File: config.mk
export PLATFORM = sky130hd
export DESIGN_NAME = sbie_irq_enable
export DESIGN_NICKNAME = d
export VERILOG_FILES = /design/src/verilog/sbie_irq_enable.v /design/src/verilog/sbie_irq_gate.v
export VERILOG_INCLUDE_DIRS = /design/src /design/src/include
export SDC_FILE = /design/constraint.sdc
export NUM_CORES = 1
export LEC_CHECK = 0
export BUFFER_PORTS_ARGS = -buffer_cell sky130_fd_sc_hd__buf_4
export CAP_MARGIN = 30
export CORE_MARGIN = 3
export CORE_UTILIZATION = 41
export CTS_BUF_LIST = sky130_fd_sc_hd__clkbuf_16
export DETAILED_ROUTE_END_ITERATION = 6
export PLACE_DENSITY = 0.8
export SLEW_MARGIN = 20
export SYNTH_ARGS = -nofsm -noshare
export SYNTH_HDL_FRONTEND = slang
export SYNTH_SLANG_ARGS = --single-unit
export TNS_END_PERCENT = 50
File: constraint.sdc
create_clock -name pclk -period 1.1 [get_ports pclk]
set_input_delay 0.055 -clock pclk [delete_from_list [all_inputs] [get_ports pclk]]
set_output_delay 0.055 -clock pclk [all_outputs]
set_load 0.005 [all_outputs]
File: src/include/sbie_map.vh
// Register map, field positions and reset values of the serial bus
// interrupt-enable block. Definitions only; included by bare name.
`ifndef SBIE_MAP_VH
`define SBIE_MAP_VH

// ========================================================
// APB geometry
`define SBIE_ADDR_W        8
`define SBIE_DATA_W        32
`define SBIE_ZERO32        32'h0000_0000

// ========================================================
// Register byte addresses
`define SBIE_OFS_IRQ_EN    8'h00
`define SBIE_OFS_FLAGS     8'h04

// ========================================================
// serial_bus_irq_enable fields
`define SBIE_REG_W         8
`define SBIE_IRQ_EN_RST    8'h00
`define SBIE_IRQ_EN_WMASK  8'hfd
`define SBIE_BIT_TX_EMPTY  7
`define SBIE_BIT_TX_END    6
`define SBIE_BIT_RX_FULL   5
`define SBIE_BIT_NACK      4
`define SBIE_BIT_STOP      3
`define SBIE_BIT_ACK_CHK   2
`define SBIE_BIT_ACK_RX    1
`define SBIE_BIT_ACK_TX    0

// ========================================================
// Flag view fields (read only)
`define SBIE_FLAGS_W       16
`define SBIE_FV_TX_EMPTY   0
`define SBIE_FV_TX_DONE    1
`define SBIE_FV_RX_FULL    2
`define SBIE_FV_NO_ACK     3
`define SBIE_FV_ARB_LOST   4
`define SBIE_FV_RX_LOST    5
`define SBIE_FV_STOP       6
`define SBIE_FV_SYNC       7
`define SBIE_FV_IRQ_LO     8
`define SBIE_FV_IRQ_HI     13
`define SBIE_FV_HALT       14

// ========================================================
// Request vector positions
`define SBIE_NUM_IRQ       6
`define SBIE_IRQ_TX_EMPTY  0
`define SBIE_IRQ_TX_DONE   1
`define SBIE_IRQ_RX_FULL   2
`define SBIE_IRQ_ERROR     3
`define SBIE_IRQ_NACK      4
`define SBIE_IRQ_STOP      5

`endif

File: src/verilog/sbie_irq_enable.v
// APB-reached interrupt-enable and acknowledge-judgement register of a
// serial bus interface, with its request gating.
// Word 0x00 holds enables and ack bits; word 0x04 is a read-only flag view.
// Writes take effect on the APB access edge; reads are captured at setup.
// Assumes all flag and acknowledge inputs come from logic on pclk.
// Assumes the status logic clears its own flags; this block only gates them.
//
// What this block does
// - Transmit-empty request only while buffer-empty flag and bit 7 enable are 1.
// - Transmit-end request raised, with bit 6 set, when transmit-end flag sets.
// - Transmit-end request drops when its flag or its enable clears.
// - Bit 5 gates receive-full and, in synchronous format, overrun error.
// - Receive-full request drops when its flag or its enable clears.
// - Bit 4 gates NACK request from no-ack/arbitration flags, and sync overrun.
// - NACK request drops when its enable clears or both no-ack and arbitration-lost flags clear.
// - Stop-seen request passes only while bit 3 enable is 1.
// - Ack check 0 ignores received ack; 1 halts transfer on ack of 1.
`timescale 1ns/1ps
`include "sbie_map.vh"

module sbie_irq_enable (
  pclk,
  presetn,
  psel,
  penable,
  pwrite,
  paddr,
  pwdata,
  prdata,
  pready,
  pslverr,
  tx_buf_empty_flag,
  tx_done_flag,
  rx_buf_full_flag,
  no_ack_flag,
  arbitration_lost_flag,
  rx_lost_word_flag,
  stop_seen_flag,
  sync_format,
  rx_ack_bit,
  ack_sampled,
  xfer_start,
  tx_empty_irq,
  tx_done_irq,
  rx_full_irq,
  error_irq,
  nack_irq,
  stop_seen_irq,
  tx_ack_bit,
  ack_check_en,
  halt_xfer
);
  input  wire                      pclk;
  input  wire                      presetn;
  input  wire                      psel;
  input  wire                      penable;
  input  wire                      pwrite;
  input  wire [`SBIE_ADDR_W-1:0]   paddr;
  input  wire [`SBIE_DATA_W-1:0]   pwdata;
  output wire [`SBIE_DATA_W-1:0]   prdata;
  output wire                      pready;
  output wire                      pslverr;
  input  wire                      tx_buf_empty_flag;
  input  wire                      tx_done_flag;
  input  wire                      rx_buf_full_flag;
  input  wire                      no_ack_flag;
  input  wire                      arbitration_lost_flag;
  input  wire                      rx_lost_word_flag;
  input  wire                      stop_seen_flag;
  input  wire                      sync_format;
  input  wire                      rx_ack_bit;
  input  wire                      ack_sampled;
  input  wire                      xfer_start;
  output wire                      tx_empty_irq;
  output wire                      tx_done_irq;
  output wire                      rx_full_irq;
  output wire                      error_irq;
  output wire                      nack_irq;
  output wire                      stop_seen_irq;
  output wire                      tx_ack_bit;
  output wire                      ack_check_en;
  output wire                      halt_xfer;

  // ========================================================
  // Address decode helpers
  function is_irq_en;
    input [`SBIE_ADDR_W-1:0] a;
    begin
      is_irq_en = (a == `SBIE_OFS_IRQ_EN);
    end
  endfunction

  function is_flags;
    input [`SBIE_ADDR_W-1:0] a;
    begin
      is_flags = (a == `SBIE_OFS_FLAGS);
    end
  endfunction

  // ========================================================
  // Declarations
  reg  [`SBIE_REG_W-1:0]   irq_en_ff;
  reg  [`SBIE_REG_W-1:0]   nxt_irq_en;
  reg                      ack_rx_ff;
  reg                      nxt_ack_rx;
  reg                      halt_ff;
  reg                      nxt_halt;
  reg  [`SBIE_DATA_W-1:0]  prdata_ff;
  reg  [`SBIE_DATA_W-1:0]  nxt_prdata;
  reg                      pslverr_ff;
  reg                      nxt_pslverr;
  reg  [`SBIE_REG_W-1:0]   irq_en_view;
  reg  [`SBIE_FLAGS_W-1:0] flags_view;
  wire [`SBIE_NUM_IRQ-1:0] irq_vec;
  wire                     setup;
  wire                     wr_en_reg;
  wire                     bad_access;
  wire                     access;
  wire [`SBIE_REG_W-1:0]   wr_byte;
  wire                     ack_is_nack;
  wire                     halt_set;
  wire                     halt_clr;

  // ========================================================
  // APB slave: zero wait states; a write lands on the access edge only
  assign setup      = psel & ~penable;
  assign access     = psel & penable & pready;
  assign wr_en_reg  = access & pwrite & is_irq_en(paddr);
  assign bad_access = setup & ~is_irq_en(paddr) & (pwrite | ~is_flags(paddr));
  assign pready     = 1'b1;
  assign wr_byte    = pwdata[`SBIE_REG_W-1:0] & `SBIE_IRQ_EN_WMASK;

  // ========================================================
  // Enable register; received-ack bit is not writable
  always @* begin
    nxt_irq_en = irq_en_ff;
    if (wr_en_reg) begin
      nxt_irq_en = wr_byte;
    end
  end

  // ========================================================
  // Received acknowledge capture and continuous-transfer halt
  assign ack_is_nack = ack_sampled & rx_ack_bit;
  assign halt_set    = ack_is_nack & irq_en_ff[`SBIE_BIT_ACK_CHK];
  assign halt_clr    = xfer_start;

  always @* begin
    nxt_ack_rx = ack_rx_ff;
    if (ack_sampled) begin
      nxt_ack_rx = rx_ack_bit;
    end
  end

  always @* begin
    nxt_halt = halt_ff;
    if (halt_clr) begin
      nxt_halt = 1'b0;
    end
    // Set wins over a same-cycle restart
    if (halt_set) begin
      nxt_halt = 1'b1;
    end
  end

  // ========================================================
  // Read views
  always @* begin
    irq_en_view = irq_en_ff;
    irq_en_view[`SBIE_BIT_ACK_RX] = ack_rx_ff;
  end

  always @* begin
    flags_view = {`SBIE_FLAGS_W{1'b0}};
    flags_view[`SBIE_FV_TX_EMPTY] = tx_buf_empty_flag;
    flags_view[`SBIE_FV_TX_DONE]  = tx_done_flag;
    flags_view[`SBIE_FV_RX_FULL]  = rx_buf_full_flag;
    flags_view[`SBIE_FV_NO_ACK]   = no_ack_flag;
    flags_view[`SBIE_FV_ARB_LOST] = arbitration_lost_flag;
    flags_view[`SBIE_FV_RX_LOST]  = rx_lost_word_flag;
    flags_view[`SBIE_FV_STOP]     = stop_seen_flag;
    flags_view[`SBIE_FV_SYNC]     = sync_format;
    flags_view[`SBIE_FV_IRQ_HI:`SBIE_FV_IRQ_LO] = irq_vec;
    flags_view[`SBIE_FV_HALT]     = halt_ff;
  end

  // Read data latched in setup, held through the access phase
  always @* begin
    nxt_prdata = prdata_ff;
    if (setup) begin
      nxt_prdata = `SBIE_ZERO32;
      if (!pwrite) begin
        case (paddr)
          `SBIE_OFS_IRQ_EN: begin
            nxt_prdata[`SBIE_REG_W-1:0] = irq_en_view;
          end
          `SBIE_OFS_FLAGS: begin
            nxt_prdata[`SBIE_FLAGS_W-1:0] = flags_view;
          end
          default: begin
            nxt_prdata = `SBIE_ZERO32;
          end
        endcase
      end
    end
  end

  // Error latched in setup: unmapped address or write to the flag view
  always @* begin
    nxt_pslverr = pslverr_ff;
    if (setup) begin
      nxt_pslverr = bad_access;
    end
  end

  // ========================================================
  // Registers
  // Enables and ack bits
  always @(posedge pclk or negedge presetn) begin
    if (!presetn) begin
      irq_en_ff <= `SBIE_IRQ_EN_RST;
    end else begin
      irq_en_ff <= nxt_irq_en;
    end
  end

  // Last received acknowledge
  always @(posedge pclk or negedge presetn) begin
    if (!presetn) begin
      ack_rx_ff <= 1'b0;
    end else begin
      ack_rx_ff <= nxt_ack_rx;
    end
  end

  // Continuous-transfer halt
  always @(posedge pclk or negedge presetn) begin
    if (!presetn) begin
      halt_ff <= 1'b0;
    end else begin
      halt_ff <= nxt_halt;
    end
  end

  // Read data
  always @(posedge pclk or negedge presetn) begin
    if (!presetn) begin
      prdata_ff <= `SBIE_ZERO32;
    end else begin
      prdata_ff <= nxt_prdata;
    end
  end

  // Bus error
  always @(posedge pclk or negedge presetn) begin
    if (!presetn) begin
      pslverr_ff <= 1'b0;
    end else begin
      pslverr_ff <= nxt_pslverr;
    end
  end

  // ========================================================
  // Request gating
  sbie_irq_gate u_gate (
    .pclk                  (pclk),
    .presetn               (presetn),
    .en_tx_empty           (irq_en_ff[`SBIE_BIT_TX_EMPTY]),
    .en_tx_end             (irq_en_ff[`SBIE_BIT_TX_END]),
    .en_rx_full            (irq_en_ff[`SBIE_BIT_RX_FULL]),
    .en_nack               (irq_en_ff[`SBIE_BIT_NACK]),
    .en_stop               (irq_en_ff[`SBIE_BIT_STOP]),
    .sync_format           (sync_format),
    .tx_buf_empty_flag     (tx_buf_empty_flag),
    .tx_done_flag          (tx_done_flag),
    .rx_buf_full_flag      (rx_buf_full_flag),
    .no_ack_flag           (no_ack_flag),
    .arbitration_lost_flag (arbitration_lost_flag),
    .rx_lost_word_flag     (rx_lost_word_flag),
    .stop_seen_flag        (stop_seen_flag),
    .irq_vec               (irq_vec)
  );

  // ========================================================
  // Outputs
  assign tx_empty_irq  = irq_vec[`SBIE_IRQ_TX_EMPTY];
  assign tx_done_irq   = irq_vec[`SBIE_IRQ_TX_DONE];
  assign rx_full_irq   = irq_vec[`SBIE_IRQ_RX_FULL];
  assign error_irq     = irq_vec[`SBIE_IRQ_ERROR];
  assign nack_irq      = irq_vec[`SBIE_IRQ_NACK];
  assign stop_seen_irq = irq_vec[`SBIE_IRQ_STOP];

  // ========================================================
  // Acknowledge control outputs
  assign tx_ack_bit    = irq_en_ff[`SBIE_BIT_ACK_TX];
  assign ack_check_en  = irq_en_ff[`SBIE_BIT_ACK_CHK];
  assign halt_xfer     = halt_ff;

  // ========================================================
  // Bus outputs
  assign prdata        = prdata_ff;
  assign pslverr       = pslverr_ff;

endmodule

File: src/verilog/sbie_irq_gate.v
// Gates the seven status flags with their enable bits into six registered
// interrupt requests. Assumes flags come from logic on pclk.
`timescale 1ns/1ps
`include "sbie_map.vh"

module sbie_irq_gate (
  pclk,
  presetn,
  en_tx_empty,
  en_tx_end,
  en_rx_full,
  en_nack,
  en_stop,
  sync_format,
  tx_buf_empty_flag,
  tx_done_flag,
  rx_buf_full_flag,
  no_ack_flag,
  arbitration_lost_flag,
  rx_lost_word_flag,
  stop_seen_flag,
  irq_vec
);
  input  wire                      pclk;
  input  wire                      presetn;
  input  wire                      en_tx_empty;
  input  wire                      en_tx_end;
  input  wire                      en_rx_full;
  input  wire                      en_nack;
  input  wire                      en_stop;
  input  wire                      sync_format;
  input  wire                      tx_buf_empty_flag;
  input  wire                      tx_done_flag;
  input  wire                      rx_buf_full_flag;
  input  wire                      no_ack_flag;
  input  wire                      arbitration_lost_flag;
  input  wire                      rx_lost_word_flag;
  input  wire                      stop_seen_flag;
  output wire [`SBIE_NUM_IRQ-1:0]  irq_vec;

  reg  [`SBIE_NUM_IRQ-1:0] irq_ff;
  reg  [`SBIE_NUM_IRQ-1:0] nxt_irq;

  // ========================================================
  // Request equations, each a level that drops with flag or enable
  always @* begin
    nxt_irq = {`SBIE_NUM_IRQ{1'b0}};
    nxt_irq[`SBIE_IRQ_TX_EMPTY] = en_tx_empty & tx_buf_empty_flag;
    nxt_irq[`SBIE_IRQ_TX_DONE]  = en_tx_end & tx_done_flag;
    nxt_irq[`SBIE_IRQ_RX_FULL]  = en_rx_full & rx_buf_full_flag;
    nxt_irq[`SBIE_IRQ_ERROR]    = sync_format & rx_lost_word_flag & (en_rx_full | en_nack);
    nxt_irq[`SBIE_IRQ_NACK]     = en_nack & (no_ack_flag | arbitration_lost_flag);
    nxt_irq[`SBIE_IRQ_STOP]     = en_stop & stop_seen_flag;
  end

  // ========================================================
  // Output registers
  always @(posedge pclk or negedge presetn) begin
    if (!presetn) begin
      irq_ff <= {`SBIE_NUM_IRQ{1'b0}};
    end else begin
      irq_ff <= nxt_irq;
    end
  end

  assign irq_vec = irq_ff;

endmodule

==> metrics.txt, run 1 <==
status=finished with violations; violated checks=DRC, setup timing; RSZ-0062 raised after global routing=yes; routed wire length=3240 um; WP data required=1.25 ns; critical path, cell by cell=buf_6 > or4_4 > nor3_4 > buf_12 > mux2_4; Finished Layout Cells=about 220; worst reg2reg startpoint=irq_en_ff[4]$_DFFE_PN0P_; vias=~1100; clock power share=a little under half; placed inst area=1840 um2; Top Ports=99; power per cell area=around 1300 nW/um2; die area=4210 um2; FF+latch count, synth=31; Int Power=between 2 and 2.5 mW; Final nets=around 230; DR WL/cell=about 15 um; Max-cap violations=0; first-pass GRT wire length=5200 um; CP Launch Type=primary input; CTS Root Cell=clkbuf_16; post-layout util=64.4%; Synth-to-Final Area Change=44.0%; number of global-route vias before repair=roughly 1100; DP Cell Count=212; Pre-Repair DR Iteration Count=7; std cell rows=20; Initial Utilization=44.8%; CTS Buf Count=5; final hold viol count=0; Remaining DRCs=1; max-slew violations=0; crit path to=irq_en_ff[3]$_DFFE_PN0P_; VDD IR max=895 uV; fmax=0.805 GHz; clk_lat worst skew=0.27 ns; share of layout cells above drive strength 1=44.9%; CTS H-tree depth=2; setup_tns=-1.47 ns; Detail Placement HPWL=around 2400 um; sequential fraction of the synthesis area=54.5%; CTS tree=built; combinational group share of total power=8.7%; commonest non-fill, non-tap cells in the layout=56 x buf_4, 31 x dfrtp_1, 18 x conb_1; Crit path largest cell delay=0.56 ns; Worst-path clk slew=0.05 ns; Critical path origin=paddr[0]; CTS Sinks=31; Design Power=between 2 and 3 mW; crit path DAT=1.39 ns; register area=just under 800 um2; hold crit path type=primary input to register; GP Congestion=0.822; Antenna Nets Post-Route=0; reg2reg path depth=1; Fill cells=approximately 240; Leak=1.08 nW; GRT Total Usage=16.8%; Die W=about 65 um; crit share post-route=113%; Max Clock Skew=0.00406 ns; pin count of the biggest net entering global routing=32; Psw=0.544 mW; I/O Buffers=55; pre-CTS setup slack=-0.415 ns; detailed router's first-iteration violation count=19; reg-to-reg slack, setup=0.30 ns; Core Box Area=around 3200 um2; CP Class=primary input to register; hold_ws=0.0130 ns; antenna diode count=0; Slowest cell on crit path=or4_4; CTS max path bufs=2; Mapped Area=roughly 1400 um2; reg2reg end=irq_en_ff[4]$_DFFE_PN0P_; part of the power in registers=44.4%; switching share of power=just over 20%; commonest non-fill, non-tap cell in the layout=buf_4; Die Ht=64.9 um; area of the multi-input gates=582 um2; yosys warns=0; cell count after synthesis=approximately 120; initial antenna violation count=0; via/cell ratio=between 4 and 5; Syn Area/Cell=12.3 um2; # setup viols final=16; setup ws final=-0.143 ns; Min Clock Period, post-route=approximately 1.2 ns; Worst Path Max Fanout=7; nature of the critical path endpoint=register; grt ovf=0; Synth cell types=24; Final Cell Area=~2000 um2
[cell usage after synthesis, drive strengths merged]
library cell	count	share of area, %
nand4b	1	0.62
o21ai	2	0.70
inv	2	0.53
conb	2	0.53
nand3	1	0.35
mux2	8	6.3
nor4b	1	1.7
nor4	1	0.44
and2	4	1.8
nor3	1	1.1
mux2i	8	5.6
a211oi	1	0.53
o211a	1	0.70
buf	20	10
a22o	7	4.3
or4	1	0.79
o31ai	8	4.2
dfrtp	31	55
clkbuf	3	0.79
nand2b	2	0.88
or3	1	0.44
o21a	1	0.53
nand2	9	2.4
[power by group through the flow]
stage          logic [mW]  clock network, mW  registers [mW]
6_report            0.229               1.23            1.17
5_1_grt             0.251               1.31            1.17
4_1_cts             0.228               1.26            1.17
3_5_place_dp        0.213                  0            1.19
3_3_place_gp        0.207                  0            1.18
2_1_floorplan       0.121                  0            1.18
[state kept, by name, summed over array words and instances, names as in the netlist]
name / cells
ack_rx_ff: 1
halt_xfer: 1
irq_en_ff: 7
prdata: 15
pslverr: 1
u_gate.irq_vec: 6
[critical path, delay by kind of cell]
family	cells	cell delay [ns]
and+or+nand+nor	2	0.79
buffers and inverters	2	0.25
muxes	1	0.30
[cell families (layout without fill, tap and decap cells)]
group	Yosys count	in the layout	synth area share [%]
AO/OA/AOI/OAI	20	20	11.0
buffers and inverters	25	71	11.5
flip-flops	31	31	54.5
multiplexers	16	16	12.0
other	2	18	0.528
AND/OR/NAND/NOR	22	22	10.5
[final cells by class]
class                      instances  share of cell area, %
multi-input combinational         76                   28.4
timing repair buffer              62                   24.1
inverter                           2                  0.367
clock buffer                       5                   6.11
clock inverter                     2                  0.428
tap                               44                   2.69
sequential                        31                   37.9
[timing repair]
action                                  CTS  global route
hold endpoints to repair                 32             0
gates resized for setup                  11             2
pin swaps                                 2             1
endpoints found under the setup margin   16            22
setup buffers                             1             0
hold buffers                              2             0
[routing by layer]
layer / GRT usage, % / share of wire (%) / vias to the layer above
li1: - / - / 495
met1: 19.0 / 39 / 506
met2: 27.1 / 50 / 53
met3: 7.45 / 8.9 / 6
met4: 7.92 / 2.2 / 0
met5: 0 / 0 / -
[worst min path at each step]
| stage | depth (start not counted) | slack (ns) | to | from |
|---|---|---|---|---|
| CTS | 2 | 0.006 | u_gate.irq_vec[2]$_DFF_PN0_ | rx_buf_full_flag |
| global placement | 1 | 0.002 | u_gate.irq_vec[5]$_DFF_PN0_ | presetn |
| floorplan | 0 | -0.24 | ack_rx_ff$_DFFE_PN0P_ | presetn |
| finish | 2 | 0.01 | u_gate.irq_vec[5]$_DFF_PN0_ | stop_seen_flag |
| global route | 2 | 0.01 | u_gate.irq_vec[5]$_DFF_PN0_ | stop_seen_flag |
| detailed placement | 1 | 0.005 | prdata[6]$_DFFE_PN0N_ | presetn |
Power figures use the tool's default switching activity.
==> run 2, diff against run 1 <==
--- a/config.mk
+++ b/config.mk
@@ -9,4 +9,5 @@
 export BUFFER_PORTS_ARGS = -buffer_cell sky130_fd_sc_hd__buf_4
 export CAP_MARGIN = 30
+export CORE_ASPECT_RATIO = 1.1
 export CORE_MARGIN = 3
 export CORE_UTILIZATION = 41
==> constraint.sdc (replaced) <==
create_clock -name pclk -period 1.1 [get_ports pclk]
set_input_delay 0.275 -clock pclk [delete_from_list [all_inputs] [get_ports pclk]]
set_output_delay 0.275 -clock pclk [all_outputs]
set_load 0.005 [all_outputs]
==> run 2 against run 1 <==
  * The run ends with setup timing left
  * Cell area is 2.6% higher
  * Register-to-register slack got worse by 0.07 ns
  * Hold slack improved by 0.17 ns
  * Maximum frequency shrank 15%
  * Setup slack worse by 0.21 ns
  * Die area is essentially flat
  * Clock skew fell by 0.0029 ns
  * Sequential power barely moved
  * Combinational power up 4%
  * Routed wire length grew 7.9%
  * Core utilization grew 1.7 points
  * Sequential cell count did not move
  * Critical endpoint is now irq_en_ff[6]$_DFFE_PN0P_
  * Largest cell class unchanged
==> metrics.txt, run 2 (synthesis results as in run 1) <==
commonest non-fill, non-tap cells in the layout=55 x buf_4, 31 x dfrtp_1, 18 x conb_1; Min Clock Period, post-route=1.45 ns; clk_lat worst skew=roughly 0.27 ns; Max-cap violations=0; setup_tns=-5.11 ns; GP Congestion=0.776; DR WL/cell=approximately 15 um; Antenna Nets Post-Route=0; hold crit path type=primary input to register; CTS tree=built; std cell rows=21; Crit path largest cell delay=0.58 ns; Leak=1.11 nW; CTS Buf Count=5; WP data required=1.26 ns; Final nets=235; DP Cell Count=217; CP Class=primary input to register; crit path DAT=1.61 ns; initial antenna violation count=0; Synth-to-Final Area Change=47.8%; commonest non-fill, non-tap cell in the layout=buf_4; Core Box Area=3180 um2; Max Clock Skew=0.00120 ns; Top Ports=99; RSZ-0062 raised after global routing=yes; max FFs per register=15; number of global-route vias before repair=1209; CTS Sinks=31; vias=1116; CTS Root Cell=clkbuf_16; Detail Placement HPWL=2560 um; Worst Path Max Fanout=7; CTS H-tree depth=2; post-layout util=66.1%; # setup viols final=23; setup ws final=-0.354 ns; antenna diode count=0; I/O Buffers=55; CP Launch Type=primary input; detailed router's first-iteration violation count=17; pre-CTS setup slack=-0.693 ns; Initial Utilization=44.7%; GRT Total Usage=between 10% and 20%; Pre-Repair DR Iteration Count=4; power per cell area=roughly 1300 nW/um2; Final Cell Area=2100 um2; Die W=62.2 um; pin count of the biggest net entering global routing=32; Slowest cell on crit path=or4_4; Die Ht=67.8 um; VDD IR max=1030 uV; grt ovf=0; Finished Layout Cells=226; via/cell ratio=approximately 4.9; first-pass GRT wire length=5820 um; fmax=0.688 GHz; die area=4210 um2; Worst-path clk slew=about 0.050 ns; violated checks=setup timing; critical path, cell by cell=buf_6 > or4_4 > nor3_4 > buf_12 > mux2_2; Remaining DRCs=0; crit share post-route=132%; hold_ws=0.184 ns; max-slew violations=0; share of layout cells above drive strength 1=48.9%; CTS max path bufs=2; placed inst area=1860 um2; nature of the critical path endpoint=register; Design Power=2.67 mW; final hold viol count=0; status=finished with violations; routed wire length=3490 um
-- run 2: power breakdown --
part	leakage [nW]	internal (mW)	switching [mW]	total, mW
clock	0.0762	0.814	0.455	1.27
sequential	0.428	1.16	0.00968	1.17
combinational	0.608	0.120	0.119	0.239
-- run 2: worst paths after layout --
kind	start	to	slack (ns)	depth (start not counted)
setup reg to reg	irq_en_ff[3]$_DFFE_PN0P_	prdata[3]$_DFFE_PN0N_	0.23	2
min in group asynchronous	presetn	irq_en_ff[3]$_DFFE_PN0P_	0.47	2
hold reg to reg	prdata[6]$_DFFE_PN0N_	prdata[6]$_DFFE_PN0N_	0.49	2
setup / recovery	paddr[6]	irq_en_ff[6]$_DFFE_PN0P_	-0.35	5
max in group asynchronous	presetn	prdata[2]$_DFFE_PN0N_	0.35	2
hold / removal	xfer_start	halt_xfer$_DFFE_PN0P_	0.18	2
-- run 2: what timing repair did --
item,in CTS,in global routing
hold endpoints to repair,31,0
setup endpoints to repair,24,27
hold buffers,1,0
gates resized for setup,15,4
buffers inserted,0,0
pin swaps,8,1
-- run 2: routing by layer --
layer	share of wire [%]	wire length [um]	vias to the layer above	GRT usage, %
met1	37	1300	555	19.6
met3	8.0	278	8	6.16
li1	-	-	500	-
met2	53	1840	53	33.7
met4	1.9	66	0	7.18
met5	0	0	-	0
-- run 2: layout make-up --
| type | count | area [um2] |
|---|---|---|
| Tap cell | 46 | 57.6 |
| Sequential cell | 31 | 776 |
| Multi-Input combinational cell | 76 | 613 |
| Clock buffer | 5 | 125 |
| Clock inverter | 3 | 12.5 |
| Inverter | 2 | 7.51 |
| Fill cell | 235 | 1080 |
| Timing Repair Buffer | 63 | 510 |
-- run 2: worst max-delay path, delay by kind of cell --
family                 cells  cell delay, ns
buffers and inverters      2            0.24
muxes                      1            0.33
and+or+nand+nor            2            0.76
==> run 3, diff against run 2 <==
==> constraint.sdc (replaced) <==
create_clock -name pclk -period 1.1 [get_ports pclk]
set_input_delay 0.055 -clock pclk [delete_from_list [all_inputs] [get_ports pclk]]
set_output_delay 0.055 -clock pclk [all_outputs]
set_load 0.005 [all_outputs]
==> run 3 against run 2 <==
  * The run still ends with setup timing left
  * Sequential power barely moved
  * Global-route usage shrank 0.70 points
  * Die area is the same
  * Routed wire length decreased by 2.3%
  * Maximum frequency rose by 17%
  * Cell area is 1.4% lower
  * Largest power group unchanged
  * Highest routed layer unchanged
==> metrics.txt, run 3 (synthesis results as in run 1) <==
status=finished with violations; antenna diode count=0; nature of the critical path endpoint=register; first-pass GRT wire length=5560 um; Finished Layout Cells=229; share of layout cells above drive strength 1=45.4%; WP data required=1.25 ns; CTS Buf Count=5; detailed router's first-iteration violation count=15; Slowest cell on crit path=or4_4; Synth-to-Final Area Change=45.6%; Remaining DRCs=0; max-slew violations=0; CTS tree=built; Die Ht=67.8 um; pin count of the biggest net entering global routing=32; Critical path buffers and inverters=2; CTS max path bufs=2; Final nets=238; clk_lat worst skew=0.27 ns; CTS H-tree depth=2; number of global-route vias before repair=1157; Top Ports=99; CTS Root Cell=clkbuf_16; crit share post-route=113%; commonest non-fill, non-tap cells in the layout=59 x buf_4, 31 x dfrtp_1, 18 x conb_1; violated checks=setup timing; initial antenna violation count=0; critical path, cell by cell=buf_6 > or4_4 > nor3_4 > buf_12 > mux2_2; RSZ-0062 raised after global routing=yes; Leak=1.10 nW; GRT Total Usage=17.6%; final hold viol count=0; Min Clock Period, post-route=1.24 ns; CP top delay family=simple AND/OR/NAND/NOR gates; CP Class=primary input to register; Die W=62.2 um; routed wire length=3410 um; Max Clock Skew=0.00330 ns; hold crit path type=primary input to register; vias=between 1000 and 1500; # setup viols final=20; max FFs per register=15; Worst-path clk slew=0.05 ns; Fill cells=262; power per cell area=1280 nW/um2; Detail Placement HPWL=2570 um; DR WL/cell=14.9 um; grt ovf=0; Antenna Nets Post-Route=0; Pre-Repair DR Iteration Count=4; CP Launch Type=primary input; post-layout util=65.2%; I/O Buffers=55; Crit path largest cell delay=0.58 ns; crit path DAT=around 1.4 ns; via/cell ratio=4.76; commonest non-fill, non-tap cell in the layout=buf_4; DP Cell Count=217; Initial Utilization=44.7%; VDD IR max=approximately 1200 uV; setup ws final=-0.139 ns; Max-cap violations=0; GP Congestion=0.776; std cell rows=21; Core Box Area=~3200 um2; Worst Path Max Fanout=7; fmax=0.807 GHz; die area=4210 um2; CTS Sinks=31
run 3: changes by cell type in the layout (fill, tap and decap cells not counted), moves of 2 or more:
cell	previous run	this run
buf_4	55	59
buf_6	6	2
dlygate4sd3_1	1	4
o31ai_1	1	4
clkinv_1	0	2
o31ai_4	2	0
run 3: layout make-up:
| class | instances | area [um2] | share of cell area, % |
|---|---|---|---|
| clock buffers | 5 | 125 | 6.04 |
| clock inverters | 3 | 11.3 | 0.543 |
| inverters | 2 | 7.51 | 0.362 |
| multi-input cells | 76 | 569 | 27.5 |
| flip-flops and latches | 31 | 776 | 37.4 |
| well taps | 46 | 57.6 | 2.78 |
| repair buffers | 66 | 526 | 25.4 |
run 3: final timing paths:
path,start,endpoint,slack [ns],cells past startpoint
setup / recovery,paddr[6],irq_en_ff[3]$_DFFE_PN0P_,-0.14,5
hold / removal,arbitration_lost_flag,u_gate.irq_vec[4]$_DFF_PN0_,0.01,2
setup reg to reg,irq_en_ff[4]$_DFFE_PN0P_,irq_en_ff[4]$_DFFE_PN0P_,0.30,1
hold reg to reg,prdata[6]$_DFFE_PN0N_,prdata[6]$_DFFE_PN0N_,0.48,2
max in group asynchronous,presetn,prdata[11]$_DFFE_PN0N_,0.57,2
min in group asynchronous,presetn,irq_en_ff[6]$_DFFE_PN0P_,0.25,2
run 3: metal layers:
metal | up-vias | track usage [%] | routed length [um]
met5 | - | 0 | 0
met4 | 0 | 5.80 | 36
met3 | 4 | 7.49 | 278
met2 | 47 | 31.5 | 1850
met1 | 535 | 19.1 | 1250
li1 | 503 | - | -
run 3: power breakdown:
| part | total (mW) | switching (mW) | leakage (nW) | internal, mW |
|---|---|---|---|---|
| Clock | 1.25 | 0.439 | 0.0701 | 0.810 |
| Sequential | 1.17 | 0.00974 | 0.428 | 1.16 |
| Combinational | 0.237 | 0.112 | 0.603 | 0.125 |
| Total | 2.65 | 0.561 | 1.10 | 2.09 |
run 3: timing repair:
action                                  4_1_cts  5_1_grt
pin swaps                                     0        4
buffers inserted                              0        0
endpoints found under the setup margin       21       22
endpoints found under the hold margin        34        0
hold buffers                                  4        0
gates resized for setup                       5        3
cloned                                        0        0
run 3: through the flow:
stage / hold WS (ns) / TNS (ns) / area [um2] / setup slack, ns / power [mW]
final: 0.0118 / -1.29 / 2070 / -0.139 / 2.65
after detailed placement: 0.0100 / -8.57 / 1860 / -0.461 / 1.40
after CTS: 0.00432 / -1.31 / 2060 / -0.133 / 2.69
after global routing: 0.00580 / -2.09 / 2070 / -0.163 / 2.78
after floorplan: -0.241 / -3.89 / 1480 / -0.264 / 1.30
after global placement: -0.00160 / -7.77 / 1860 / -0.400 / 1.40
